==> config.mk <==
export PLATFORM = sky130hd
export DESIGN_NAME = wdc_watchdog
export DESIGN_NICKNAME = d
export VERILOG_FILES = /design/src/logic/wdc_pkg.sv /design/src/logic/wdc_timeout_counter.sv /design/src/logic/wdc_watchdog.sv
export VERILOG_INCLUDE_DIRS = /design/src /design/src/logic
export SDC_FILE = /design/constraint.sdc
export NUM_CORES = 1
export LEC_CHECK = 0
export BUFFER_PORTS_ARGS = -buffer_cell sky130_fd_sc_hd__buf_4
export CAP_MARGIN = 20
export CORE_MARGIN = 2
export CORE_UTILIZATION = 35
export CTS_BUF_LIST = sky130_fd_sc_hd__clkbuf_8
export DETAILED_ROUTE_END_ITERATION = 10
export GPL_TIMING_DRIVEN = 1
export PLACE_DENSITY = 0.64
export SYNTH_ARGS = -nofsm -noshare
export SYNTH_HDL_FRONTEND = slang
export SYNTH_HIERARCHICAL = 1
export SYNTH_SLANG_ARGS = --single-unit
==> constraint.sdc <==
create_clock -name core_clk -period 3.6 [get_ports core_clk]
set_input_delay 0.18 -clock core_clk [delete_from_list [all_inputs] [get_ports core_clk]]
set_output_delay 0.18 -clock core_clk [all_outputs]
set_load 0.05 [all_outputs]
==> src/logic/wdc_consts.svh <==
`ifndef WDC_CONSTS_SVH
`define WDC_CONSTS_SVH

// register byte offsets on the lite bus
`define WDC_OFF_CTRL        8'h00
`define WDC_OFF_CAUSE       8'h04
`define WDC_OFF_STAT        8'h08
`define WDC_OFF_MASK        8'h0C
`define WDC_OFF_CMD         8'h10

// field positions outside the control register
`define WDC_BIT_WATCHDOG_RESET_FLAG        3
`define WDC_BIT_EV_TIMEOUT  0
`define WDC_BIT_EV_RESET    1
`define WDC_BIT_RESTART     0
`define WDC_EV_W            2

// reset values
`define WDC_CTRL_RST        8'h00
`define WDC_EV_RST          2'h0

// timing: unlock window in core cycles, time-out base in oscillator cycles
`define WDC_UNLOCK_CYCLES   4
`define WDC_BASE_TIMEOUT    2048
`define WDC_CNT_W           21
`define WDC_MAX_PRESCALE    4'h9

// vector table entries
`define WDC_TIMEOUT_VEC_NUM  4'h9
`define WDC_TIMEOUT_VEC_ADDR 16'h0008
`define WDC_RESET_VEC_ADDR   16'h0000

// bus responses
`define WDC_RESP_OKAY       2'h0
`define WDC_RESP_SLVERR     2'h2

`endif

==> src/logic/wdc_pkg.sv <==
package wdc_pkg;

  // control register, bit 7 down to bit 0
  typedef struct packed {
    logic       timeout_flag;
    logic       timeout_irq_enable;
    logic       prescale_hi;
    logic       change_unlock;
    logic       reset_enable;
    logic [2:0] prescale_lo;
  } wdc_ctrl_t;

  // from the processor core, same clock
  typedef struct packed {
    logic vector_ack;     // core enters the time-out vector
    logic restart;        // restart instruction executed
    logic global_irq_en;  // core's global interrupt flag
  } wdc_core_req_t;

  // to the processor core
  typedef struct packed {
    logic        irq_req;
    logic [3:0]  irq_vector_num;
    logic [15:0] irq_vector_addr;
    logic        sys_reset_req;
    logic [15:0] reset_vector_addr;
  } wdc_core_rsp_t;

  typedef enum logic [1:0] {
    MODE_STOPPED,
    MODE_IRQ,
    MODE_RESET,
    MODE_IRQ_RESET
  } wdc_mode_t;

endpackage

==> src/logic/wdc_timeout_counter.sv <==
`timescale 1ns/1ns
`include "wdc_consts.svh"

module wdc_timeout_counter import wdc_pkg::*; #(
  parameter int CNT_W = `WDC_CNT_W,
  parameter int BASE  = `WDC_BASE_TIMEOUT
) (
  // clock and reset
  input  wire logic       core_clk,
  input  wire logic       rst_n,
  // control
  input  wire logic       osc_tick,
  input  wire logic       restart,
  input  wire logic [3:0] prescale_select,
  // event
  output logic            timeout
);

  logic [CNT_W-1:0] cnt_r;
  logic [3:0]       sel_eff;
  logic [CNT_W-1:0] limit;
  logic             expire;

  // reserved codes fall back to the longest defined time-out
  always_comb begin
    sel_eff = (prescale_select > `WDC_MAX_PRESCALE) ? `WDC_MAX_PRESCALE : prescale_select;
    limit   = CNT_W'(BASE) << sel_eff;
    // >= so that a shorter selection still expires at the next oscillator tick
    expire  = osc_tick && (cnt_r >= limit - CNT_W'(1));
  end

  // counts oscillator ticks; restart wins over counting
  always_ff @(posedge core_clk or negedge rst_n) begin
    if (!rst_n) begin
      cnt_r <= '0;
    end else if (restart || expire) begin
      cnt_r <= '0;
    end else if (osc_tick) begin
      cnt_r <= cnt_r + CNT_W'(1);
    end
  end

  // one-cycle time-out pulse
  always_ff @(posedge core_clk or negedge rst_n) begin
    if (!rst_n) begin
      timeout <= 1'b0;
    end else begin
      timeout <= expire && !restart;
    end
  end

  AST_RESTART_ZEROES: assert property (@(posedge core_clk) disable iff (!rst_n)
    restart |=> (cnt_r == '0) && !timeout)
    else $error("counter not zero after restart");

  AST_RESERVED_LONGEST: assert property (@(posedge core_clk) disable iff (!rst_n)
    (prescale_select > `WDC_MAX_PRESCALE) |-> (limit == (CNT_W'(BASE) << `WDC_MAX_PRESCALE)))
    else $error("reserved prescale code not mapped to longest time-out");

endmodule

==> src/logic/wdc_watchdog.sv <==
// The AXI4-Lite register port and the address map were left to the implementer.
`timescale 1ns/1ns
`include "wdc_consts.svh"

module wdc_watchdog import wdc_pkg::*; #(
  parameter int ADDR_W = 8,
  parameter int BASE   = `WDC_BASE_TIMEOUT
) (
  // clock and reset
  input  wire logic                core_clk,
  input  wire logic                rst_n,
  // axi4-lite write
  input  wire logic [ADDR_W-1:0]   s_axi_awaddr,
  input  wire logic                s_axi_awvalid,
  output logic                     s_axi_awready,
  input  wire logic [31:0]         s_axi_wdata,
  input  wire logic [3:0]          s_axi_wstrb,
  input  wire logic                s_axi_wvalid,
  output logic                     s_axi_wready,
  output logic [1:0]               s_axi_bresp,
  output logic                     s_axi_bvalid,
  input  wire logic                s_axi_bready,
  // axi4-lite read
  input  wire logic [ADDR_W-1:0]   s_axi_araddr,
  input  wire logic                s_axi_arvalid,
  output logic                     s_axi_arready,
  output logic [31:0]              s_axi_rdata,
  output logic [1:0]               s_axi_rresp,
  output logic                     s_axi_rvalid,
  input  wire logic                s_axi_rready,
  // pins
  input  wire logic                wdt_osc_clk,
  input  wire logic                always_on_fuse,
  // processor core
  input  wire wdc_core_req_t       core_req,
  output wdc_core_rsp_t            core_rsp,
  // interrupt
  output logic                     irq_o
);

  logic                   osc_s1_r, osc_s2_r, osc_s3_r, fuse_s1_r, fuse_s2_r;
  logic                   osc_tick, fuse_prog, watchdog_reset_flag_r, eff_re, ie_eff;
  wdc_ctrl_t              ctrl_r, wd_ctrl;
  logic [2:0]             unlock_cnt_r;
  logic [`WDC_EV_W-1:0]   stat_r, mask_r;
  wdc_mode_t              mode;
  logic                   timeout, set_flag, fire_reset, cnt_restart;
  logic                   aw_held_r, w_held_r, aw_got, w_got, wr_go;
  logic [ADDR_W-1:0]      awaddr_r, wr_addr;
  logic [31:0]            wdata_r, wr_data, rd_data;
  logic [3:0]             wstrb_r, wr_strb;
  logic                   ctrl_wr, cause_wr, stat_wr, mask_wr, cmd_wr, rd_hit, wr_hit;

  // oscillator and fuse are pins: two flops first, edge found on the second
  always_ff @(posedge core_clk or negedge rst_n) begin
    if (!rst_n) begin
      osc_s1_r  <= 1'b0;
      osc_s2_r  <= 1'b0;
      osc_s3_r  <= 1'b0;
      fuse_s1_r <= 1'b1;
      fuse_s2_r <= 1'b1;
    end else begin
      osc_s1_r  <= wdt_osc_clk;
      osc_s2_r  <= osc_s1_r;
      osc_s3_r  <= osc_s2_r;
      fuse_s1_r <= always_on_fuse;
      fuse_s2_r <= fuse_s1_r;
    end
  end

  // core clock must be well above the oscillator for no tick to be lost
  assign osc_tick  = osc_s2_r && !osc_s3_r;
  assign fuse_prog = !fuse_s2_r;

  // effective enables and mode decode
  always_comb begin
    eff_re = ctrl_r.reset_enable || watchdog_reset_flag_r;
    ie_eff = ctrl_r.timeout_irq_enable && !fuse_prog;
    unique case ({fuse_prog, eff_re, ie_eff})
      3'b000:  mode = MODE_STOPPED;
      3'b001:  mode = MODE_IRQ;
      3'b010:  mode = MODE_RESET;
      3'b011:  mode = MODE_IRQ_RESET;
      default: mode = MODE_RESET;
    endcase
  end

  // time-out actions per mode
  always_comb begin
    set_flag   = timeout && ((mode == MODE_IRQ) ||
                 ((mode == MODE_IRQ_RESET) && !ctrl_r.timeout_flag));
    fire_reset = timeout && ((mode == MODE_RESET) ||
                 ((mode == MODE_IRQ_RESET) && ctrl_r.timeout_flag));
    cnt_restart = core_req.restart || (cmd_wr && wr_data[`WDC_BIT_RESTART]) ||
                  fire_reset || (mode == MODE_STOPPED);
  end

  wdc_timeout_counter #(
    .CNT_W (`WDC_CNT_W),
    .BASE  (BASE)
  ) i_wdc_timeout_counter (
    .core_clk        (core_clk),
    .rst_n           (rst_n),
    .osc_tick        (osc_tick),
    .restart         (cnt_restart),
    .prescale_select ({ctrl_r.prescale_hi, ctrl_r.prescale_lo}),
    .timeout         (timeout)
  );

  // write path: address and data may arrive in either order
  always_comb begin
    aw_got  = aw_held_r || (s_axi_awvalid && s_axi_awready);
    w_got   = w_held_r || (s_axi_wvalid && s_axi_wready);
    wr_addr = aw_held_r ? awaddr_r : s_axi_awaddr;
    wr_data = w_held_r ? wdata_r : s_axi_wdata;
    wr_strb = w_held_r ? wstrb_r : s_axi_wstrb;
    wr_go   = aw_got && w_got;
    wd_ctrl = wdc_ctrl_t'(wr_data[7:0]);
    ctrl_wr  = wr_go && (wr_addr == `WDC_OFF_CTRL) && wr_strb[0];
    cause_wr = wr_go && (wr_addr == `WDC_OFF_CAUSE) && wr_strb[0];
    stat_wr  = wr_go && (wr_addr == `WDC_OFF_STAT) && wr_strb[0];
    mask_wr  = wr_go && (wr_addr == `WDC_OFF_MASK) && wr_strb[0];
    cmd_wr   = wr_go && (wr_addr == `WDC_OFF_CMD) && wr_strb[0];
    wr_hit   = (wr_addr == `WDC_OFF_CTRL) || (wr_addr == `WDC_OFF_CAUSE) ||
               (wr_addr == `WDC_OFF_STAT) || (wr_addr == `WDC_OFF_MASK) ||
               (wr_addr == `WDC_OFF_CMD);
  end

  // write channel handshakes and response
  always_ff @(posedge core_clk or negedge rst_n) begin
    if (!rst_n) begin
      aw_held_r     <= 1'b0;
      w_held_r      <= 1'b0;
      awaddr_r      <= '0;
      wdata_r       <= '0;
      wstrb_r       <= '0;
      s_axi_awready <= 1'b1;
      s_axi_wready  <= 1'b1;
      s_axi_bvalid  <= 1'b0;
      s_axi_bresp   <= `WDC_RESP_OKAY;
    end else if (s_axi_bvalid) begin
      if (s_axi_bready) begin
        s_axi_bvalid  <= 1'b0;
        s_axi_awready <= 1'b1;
        s_axi_wready  <= 1'b1;
      end
    end else if (wr_go) begin
      aw_held_r     <= 1'b0;
      w_held_r      <= 1'b0;
      s_axi_awready <= 1'b0;
      s_axi_wready  <= 1'b0;
      s_axi_bvalid  <= 1'b1;
      s_axi_bresp   <= wr_hit ? `WDC_RESP_OKAY : `WDC_RESP_SLVERR;
    end else begin
      if (s_axi_awvalid && s_axi_awready) begin
        aw_held_r     <= 1'b1;
        awaddr_r      <= s_axi_awaddr;
        s_axi_awready <= 1'b0;
      end
      if (s_axi_wvalid && s_axi_wready) begin
        w_held_r     <= 1'b1;
        wdata_r      <= s_axi_wdata;
        wstrb_r      <= s_axi_wstrb;
        s_axi_wready <= 1'b0;
      end
    end
  end

  // control register; the flag's hardware set beats every clear
  always_ff @(posedge core_clk or negedge rst_n) begin
    if (!rst_n) begin
      ctrl_r <= wdc_ctrl_t'(`WDC_CTRL_RST);
    end else if (fire_reset) begin
      // system goes down; reset enable stays forced by the cause flag
      ctrl_r <= wdc_ctrl_t'(`WDC_CTRL_RST);
    end else begin
      ctrl_r.timeout_flag <= (ctrl_r.timeout_flag
                              && !(ctrl_wr && wd_ctrl.timeout_flag)
                              && !core_req.vector_ack)
                             || set_flag;
      if (core_req.vector_ack) begin
        ctrl_r.timeout_irq_enable <= 1'b0;
      end else if (ctrl_wr) begin
        ctrl_r.timeout_irq_enable <= wd_ctrl.timeout_irq_enable;
      end
      if (ctrl_wr && wd_ctrl.change_unlock) begin
        ctrl_r.change_unlock <= 1'b1;
      end else if (unlock_cnt_r == 3'h0) begin
        ctrl_r.change_unlock <= 1'b0;
      end
      if (ctrl_wr) begin
        // a set always lands; a clear needs the window and no cause flag
        ctrl_r.reset_enable <= wd_ctrl.reset_enable ||
          (ctrl_r.reset_enable && !(ctrl_r.change_unlock && !watchdog_reset_flag_r));
      end
      if (ctrl_wr && ctrl_r.change_unlock) begin
        ctrl_r.prescale_hi <= wd_ctrl.prescale_hi;
        ctrl_r.prescale_lo <= wd_ctrl.prescale_lo;
      end
    end
  end

  // unlock window countdown, restarted by every unlocking write
  always_ff @(posedge core_clk or negedge rst_n) begin
    if (!rst_n) begin
      unlock_cnt_r <= 3'h0;
    end else if (ctrl_wr && wd_ctrl.change_unlock) begin
      unlock_cnt_r <= 3'(`WDC_UNLOCK_CYCLES - 1);
    end else if (unlock_cnt_r != 3'h0) begin
      unlock_cnt_r <= unlock_cnt_r - 3'h1;
    end
  end

  // watchdog reset flag: only power-on reset or a written zero clears it
  always_ff @(posedge core_clk or negedge rst_n) begin
    if (!rst_n) begin
      watchdog_reset_flag_r <= 1'b0;
    end else if (fire_reset) begin
      watchdog_reset_flag_r <= 1'b1;
    end else if (cause_wr && !wr_data[`WDC_BIT_WATCHDOG_RESET_FLAG]) begin
      watchdog_reset_flag_r <= 1'b0;
    end
  end

  // sticky event status, write one to clear, set wins
  always_ff @(posedge core_clk or negedge rst_n) begin
    if (!rst_n) begin
      stat_r <= `WDC_EV_RST;
    end else begin
      stat_r[`WDC_BIT_EV_TIMEOUT] <= (stat_r[`WDC_BIT_EV_TIMEOUT] &&
        !(stat_wr && wr_data[`WDC_BIT_EV_TIMEOUT])) || set_flag;
      stat_r[`WDC_BIT_EV_RESET] <= (stat_r[`WDC_BIT_EV_RESET] &&
        !(stat_wr && wr_data[`WDC_BIT_EV_RESET])) || fire_reset;
    end
  end

  // interrupt mask
  always_ff @(posedge core_clk or negedge rst_n) begin
    if (!rst_n) begin
      mask_r <= `WDC_EV_RST;
    end else if (mask_wr) begin
      mask_r <= wr_data[`WDC_EV_W-1:0];
    end
  end

  // level interrupt, one cycle behind the status bits
  always_ff @(posedge core_clk or negedge rst_n) begin
    if (!rst_n) begin
      irq_o <= 1'b0;
    end else begin
      irq_o <= |(stat_r & mask_r);
    end
  end

  // core side: request only while the core's global flag is up
  always_ff @(posedge core_clk or negedge rst_n) begin
    if (!rst_n) begin
      core_rsp.irq_req           <= 1'b0;
      core_rsp.irq_vector_num    <= `WDC_TIMEOUT_VEC_NUM;
      core_rsp.irq_vector_addr   <= `WDC_TIMEOUT_VEC_ADDR;
      core_rsp.sys_reset_req     <= 1'b0;
      core_rsp.reset_vector_addr <= `WDC_RESET_VEC_ADDR;
    end else begin
      core_rsp.irq_req <= ctrl_r.timeout_flag && ie_eff &&
                          core_req.global_irq_en && !core_req.vector_ack;
      core_rsp.irq_vector_num    <= `WDC_TIMEOUT_VEC_NUM;
      core_rsp.irq_vector_addr   <= `WDC_TIMEOUT_VEC_ADDR;
      core_rsp.sys_reset_req     <= fire_reset;
      core_rsp.reset_vector_addr <= `WDC_RESET_VEC_ADDR;
    end
  end

  // read data mux; reads have no side effects
  always_comb begin
    rd_data = 32'h0000_0000;
    rd_hit  = 1'b1;
    case (s_axi_araddr)
      `WDC_OFF_CTRL: rd_data[7:0] = {ctrl_r.timeout_flag, ie_eff, ctrl_r.prescale_hi,
        ctrl_r.change_unlock, eff_re, ctrl_r.prescale_lo};
      `WDC_OFF_CAUSE: rd_data[`WDC_BIT_WATCHDOG_RESET_FLAG] = watchdog_reset_flag_r;
      `WDC_OFF_STAT:  rd_data[`WDC_EV_W-1:0] = stat_r;
      `WDC_OFF_MASK:  rd_data[`WDC_EV_W-1:0] = mask_r;
      `WDC_OFF_CMD:   rd_data = 32'h0000_0000;
      default:        rd_hit = 1'b0;
    endcase
  end

  // read channel: answer one cycle after the address is taken
  always_ff @(posedge core_clk or negedge rst_n) begin
    if (!rst_n) begin
      s_axi_arready <= 1'b1;
      s_axi_rvalid  <= 1'b0;
      s_axi_rdata   <= 32'h0000_0000;
      s_axi_rresp   <= `WDC_RESP_OKAY;
    end else if (s_axi_rvalid) begin
      if (s_axi_rready) begin
        s_axi_rvalid  <= 1'b0;
        s_axi_arready <= 1'b1;
      end
    end else if (s_axi_arvalid && s_axi_arready) begin
      s_axi_arready <= 1'b0;
      s_axi_rvalid  <= 1'b1;
      s_axi_rdata   <= rd_data;
      s_axi_rresp   <= rd_hit ? `WDC_RESP_OKAY : `WDC_RESP_SLVERR;
    end
  end

  AST_IRQ_MODE_FLAGS: assert property (@(posedge core_clk) disable iff (!rst_n)
    (mode == MODE_IRQ) && timeout |=> ctrl_r.timeout_flag && !core_rsp.sys_reset_req)
    else $error("interrupt mode time-out did not set flag");
  AST_FIRST_TIMEOUT_NO_RESET: assert property (@(posedge core_clk) disable iff (!rst_n)
    (mode == MODE_IRQ_RESET) && timeout && !ctrl_r.timeout_flag
    |=> ctrl_r.timeout_flag && !core_rsp.sys_reset_req && !$rose(watchdog_reset_flag_r))
    else $error("first combined-mode time-out handled wrongly");
  AST_VECTOR_CLEARS: assert property (@(posedge core_clk) disable iff (!rst_n)
    core_req.vector_ack && !timeout |=> !ctrl_r.timeout_flag && !ctrl_r.timeout_irq_enable)
    else $error("vector entry did not clear enable and flag");
  AST_SECOND_TIMEOUT_RESETS: assert property (@(posedge core_clk) disable iff (!rst_n)
    (mode == MODE_IRQ_RESET) && timeout && ctrl_r.timeout_flag
    |=> core_rsp.sys_reset_req && watchdog_reset_flag_r ##1 !core_rsp.sys_reset_req)
    else $error("unserviced second time-out gave no reset pulse");
  AST_STOPPED_SILENT: assert property (@(posedge core_clk) disable iff (!rst_n)
    (mode == MODE_STOPPED) ##1 (mode == MODE_STOPPED) |-> !timeout && !core_rsp.sys_reset_req)
    else $error("stopped watchdog acted");
  AST_FUSE_FORCES_RESET: assert property (@(posedge core_clk) disable iff (!rst_n)
    fuse_prog && timeout |=> core_rsp.sys_reset_req && !ctrl_r.timeout_flag)
    else $error("programmed fuse did not force reset");
  AST_PRESCALE_LOCKED: assert property (@(posedge core_clk) disable iff (!rst_n)
    !ctrl_r.change_unlock && !fire_reset
    |=> $stable({ctrl_r.prescale_hi, ctrl_r.prescale_lo}))
    else $error("prescale changed while locked");
  // the bit drops at the fourth edge after the write, so it reads low from the fifth
  AST_UNLOCK_CLOSES: assert property (@(posedge core_clk) disable iff (!rst_n)
    ctrl_wr && wd_ctrl.change_unlock && !fire_reset ##1 (!ctrl_wr && !fire_reset)[*4]
    |=> !ctrl_r.change_unlock)
    else $error("unlock window did not close after four cycles");
  AST_WATCHDOG_RESET_FLAG_KEEPS_RE: assert property (@(posedge core_clk) disable iff (!rst_n)
    watchdog_reset_flag_r && ctrl_wr && ctrl_r.reset_enable && !fire_reset |=> ctrl_r.reset_enable)
    else $error("reset enable cleared while reset flag set");
  AST_FLAG_W1C: assert property (@(posedge core_clk) disable iff (!rst_n)
    ctrl_wr && wd_ctrl.timeout_flag && !set_flag |=> !ctrl_r.timeout_flag)
    else $error("writing one did not clear the flag");

endmodule

==> impl_metrics.ini <==
[status]
status = completed

[sta]
setup_viol = 0
final.setup.tns_ps = 0
min_period_ps = 3280
rsz0062_at_grt = no
worst_pin_slew_ps = 704
slew_headroom_pct = 53.0
slew_violations = 0
fmax_ghz = 0.305
finalCritPeriodShare_pct = 91.1
finClkSkew_ps = 15.9
hold_viol_final = 0

[clock_network]
htree_levels = 3
clockBufferDepth = 2
cts-root-buf = clkbuf_8
numCtsBuffers = 9
cts_tree = built
clkTransAtPathRegs_ps = 100
clk_latency_ps = 380
cts_setup_buffers = 0
cts.sinks = 80

[power]
pwr_density_cell_nw_per_um2 = 337
p_switching_mw = 0.594
p_int_mw = 1.22
p_seq_share_pct = 50.3
total_power_mw = 1.82
vdd_drop_max_uv = 185
p_leak_nw = 2.41
swShare_pct = 32.7
clkPwrFrac_pct = 34.1
pwr-share-comb_pct = 15.5

[detailed_routing]
wl_per_cell_um = 14.5
viasPerCell = 5.04
wl_mm = 10.1
vias = 3516
first_iter_violations = 228
drtAntennaViolNets = 0
drc = 0
drtPass1Iterations = 4

[cells_and_area]
layout-drive-gt1-share_pct = 24.0
layout.cells.non_filler = 697
antenna_cells = 0
multi_input_comb_area_sq_um = 2400
synthToLayoutAreaGrowth_pct = 12.9
fin_util_pct = 40.6
final.fill_count = 1303
regArea_sq_um = 2010
layout.nets = 594

[flow_run]
drv_cap = 0

[setup_path]
critPathCaptureType = register
crit_path_cell_trace = or2_2 > nand2b_1 > ha_1 > nor3_1 > a21o_1 > a32oi_1 > ha_1 > nand4_1 > or2_2 > o211ai_4 > a221oi_1
cp.required_ps = 3830
rr_startpoint = ctrl_r[1]$_DFFE_PN0P_
critPathSlowestCell = o211ai_4
critical_path.max_stage_delay_ps = 550
critPathLaunch = ctrl_r[1]$_DFFE_PN0P_
cp.arrival_ps = 3510
critPathLaunchType = register
path_class = reg2reg
critPathMaxFanout = 18

[synthesis]
synthCells = 456
syn_area_per_cell_sq_um = 10.5
synth-seq-cells = 80
synth_top_area_share_pct = 39.2
muxShareOfSynthArea_pct = 8.42
yosysSeqAreaShare_pct = 42.0
synth_flop_cell = dfrtp_1
synthXorXnorAreaFrac_pct = 2.75
synthSimpleGateAreaFrac_pct = 14.8
synth_fa_ha_area_share_pct = 3.66
syn_area_sq_um = 4780
synth_cell_types = 68
ys_top_cells_by_area = dfrtp_1, buf_4, mux2_2
async_flop_share_pct = 100
synth_top_area_cell = dfrtp_1
synth_top_family_by_area = compound AO/OA/AOI/OAI gates
synth_compound_area_share_pct = 15.6
synth_edf_count = 0
synth_warnings = 6

[hold_path]
hold_path.class = in2reg
hold_path.startpoint = s_axi_araddr[3]

[floorplan]
start_util_pct = 36.0
fp.dieH_um = 121
ios = 144
die_w_um = 121
core_sq_um = 13300
dieArea_sq_um = 14600
rows = 42

[global_routing]
grt_usage_pct = 14.7
grt_pass1_vias = 3346
grt_max_degree = 81
grt-ovfl-total = 0
grt_pass1_wl_mm = 16.9
antenna_found_initial = 0

[placed_design]
dp.cells = 674
dp_hpwl_mm = 7.31
io_buffers = 54
routabilityCongestion = 0.855
## registers in the layout, summed over array words and instances (netlist names), 2 cells and up
signal,cells
awaddr_r,8
ctrl_r,8
mask_r,2
wdata_r,8
unlock_cnt_r,3
s_axi_rdata,8
core_rsp,2
stat_r,2
i_wdc_timeout_counter/cnt_r,21
## path summary, 6_finish.rpt
| check | end | slack [ps] | cells past startpoint |
|---|---|---|---|
| worst max-delay path | i_wdc_timeout_counter/cnt_r[17]$_DFFE_PN0P_ | 320 | 11 |
| worst min-delay path | s_axi_rdata[3]$_DFFE_PN0P_ | 30 | 2 |
| worst max register to register | i_wdc_timeout_counter/cnt_r[17]$_DFFE_PN0P_ | 320 | 11 |
| worst min register to register | osc_s2_r$_DFF_PN0_ | 360 | 0 |
| max in group asynchronous | s_axi_awready$_DFFE_PN1P_ | 2770 | 3 |
| min in group asynchronous | i_wdc_timeout_counter/cnt_r[9]$_DFFE_PN0P_ | 210 | 2 |
## cell usage in the layout (no fill, tap or decap), drive strengths merged, types with 5 or more instances in the layout
cell          n
dfrtp        75
conb         63
buf          61
nand2        27
mux2         26
nor2         18
o21ai        18
inv          18
a211oi       16
a21oi        15
ha           14
nor3         12
mux2i        11
nand4        11
xnor2        10
clkbuf        9
nand3         7
nor4          7
a22o          6
dlygate4sd3   6
nor2b         5
a41oi         5
dfstp         5
xor2          5
or4           5
## cell usage after synthesis, types with 9 or more instances
| library cell | number |
|---|---|
| nand4_1 | 9 |
| xnor2_1 | 10 |
| mux2_2 | 23 |
| ha_1 | 14 |
| inv_1 | 15 |
| o21ai_0 | 18 |
| a211oi_1 | 16 |
| nor2_1 | 18 |
| dfrtp_1 | 75 |
| mux2i_1 | 11 |
| nor3_1 | 10 |
| buf_4 | 63 |
| a21oi_1 | 14 |
| nand2_1 | 27 |
## routing by layer
layer / vias up / GRT usage [%] / wire, um
met5: - / 0 / 0
met4: 0 / 6.69 / 238
met3: 16 / 2.73 / 507
met2: 108 / 21.8 / 4620
met1: 1714 / 20.7 / 4760
li1: 1678 / - / -
## through the flow
step	hold WS, ps	worst slack [ps]	instance area, sq um
after floorplan	-116	602	5010
after global placement	290	437	5130
after detailed placement	289	367	5130
after CTS	13.9	349	5360
after global routing	19.0	118	5400
final	31.4	321	5400
## power by group through the flow
| stage | combinational (mW) | sequential, mW | clock (mW) |
|---|---|---|---|
| 3_5_place_dp | 0.274 | 0.933 | 0 |
| 2_1_floorplan | 0.229 | 0.953 | 0 |
| 6_report | 0.283 | 0.915 | 0.620 |
| 3_3_place_gp | 0.272 | 0.932 | 0 |
| 5_1_grt | 0.301 | 0.917 | 0.681 |
| 4_1_cts | 0.279 | 0.915 | 0.641 |
## cell families after synthesis
| family | Yosys count |
|---|---|
| fa+ha+maj | 14 |
| xor+xnor | 15 |
| compound gates | 97 |
| flops | 80 |
| simple gates | 117 |
| other cells | 3 |
| buf+inv | 93 |
| mux | 37 |
## what timing repair did
item / in CTS / in global routing
resized for setup: 0 / 0
endpoints found under the hold margin: 5 / 19
hold buffers: 5 / 1
## worst max-delay path: cells and delay by family (launching register included)
family,cells,cell delay (ps)
flip-flops,1,460
AO/OA/AOI/OAI,4,950
adder cells (fa/ha/maj),2,540
AND/OR/NAND/NOR,5,1180
## final cells by class
type                            instances  share of cell area (%)
Clock buffer                            9                    2.29
Clock inverter                          7                   0.996
Inverter                               15                    1.04
Multi-Input combinational cell        343                    44.4
Sequential cell                        80                    37.2
Tap cell                              176                    4.08
Timing Repair Buffer                   67                    9.96
Power figures use the tool's default switching activity.
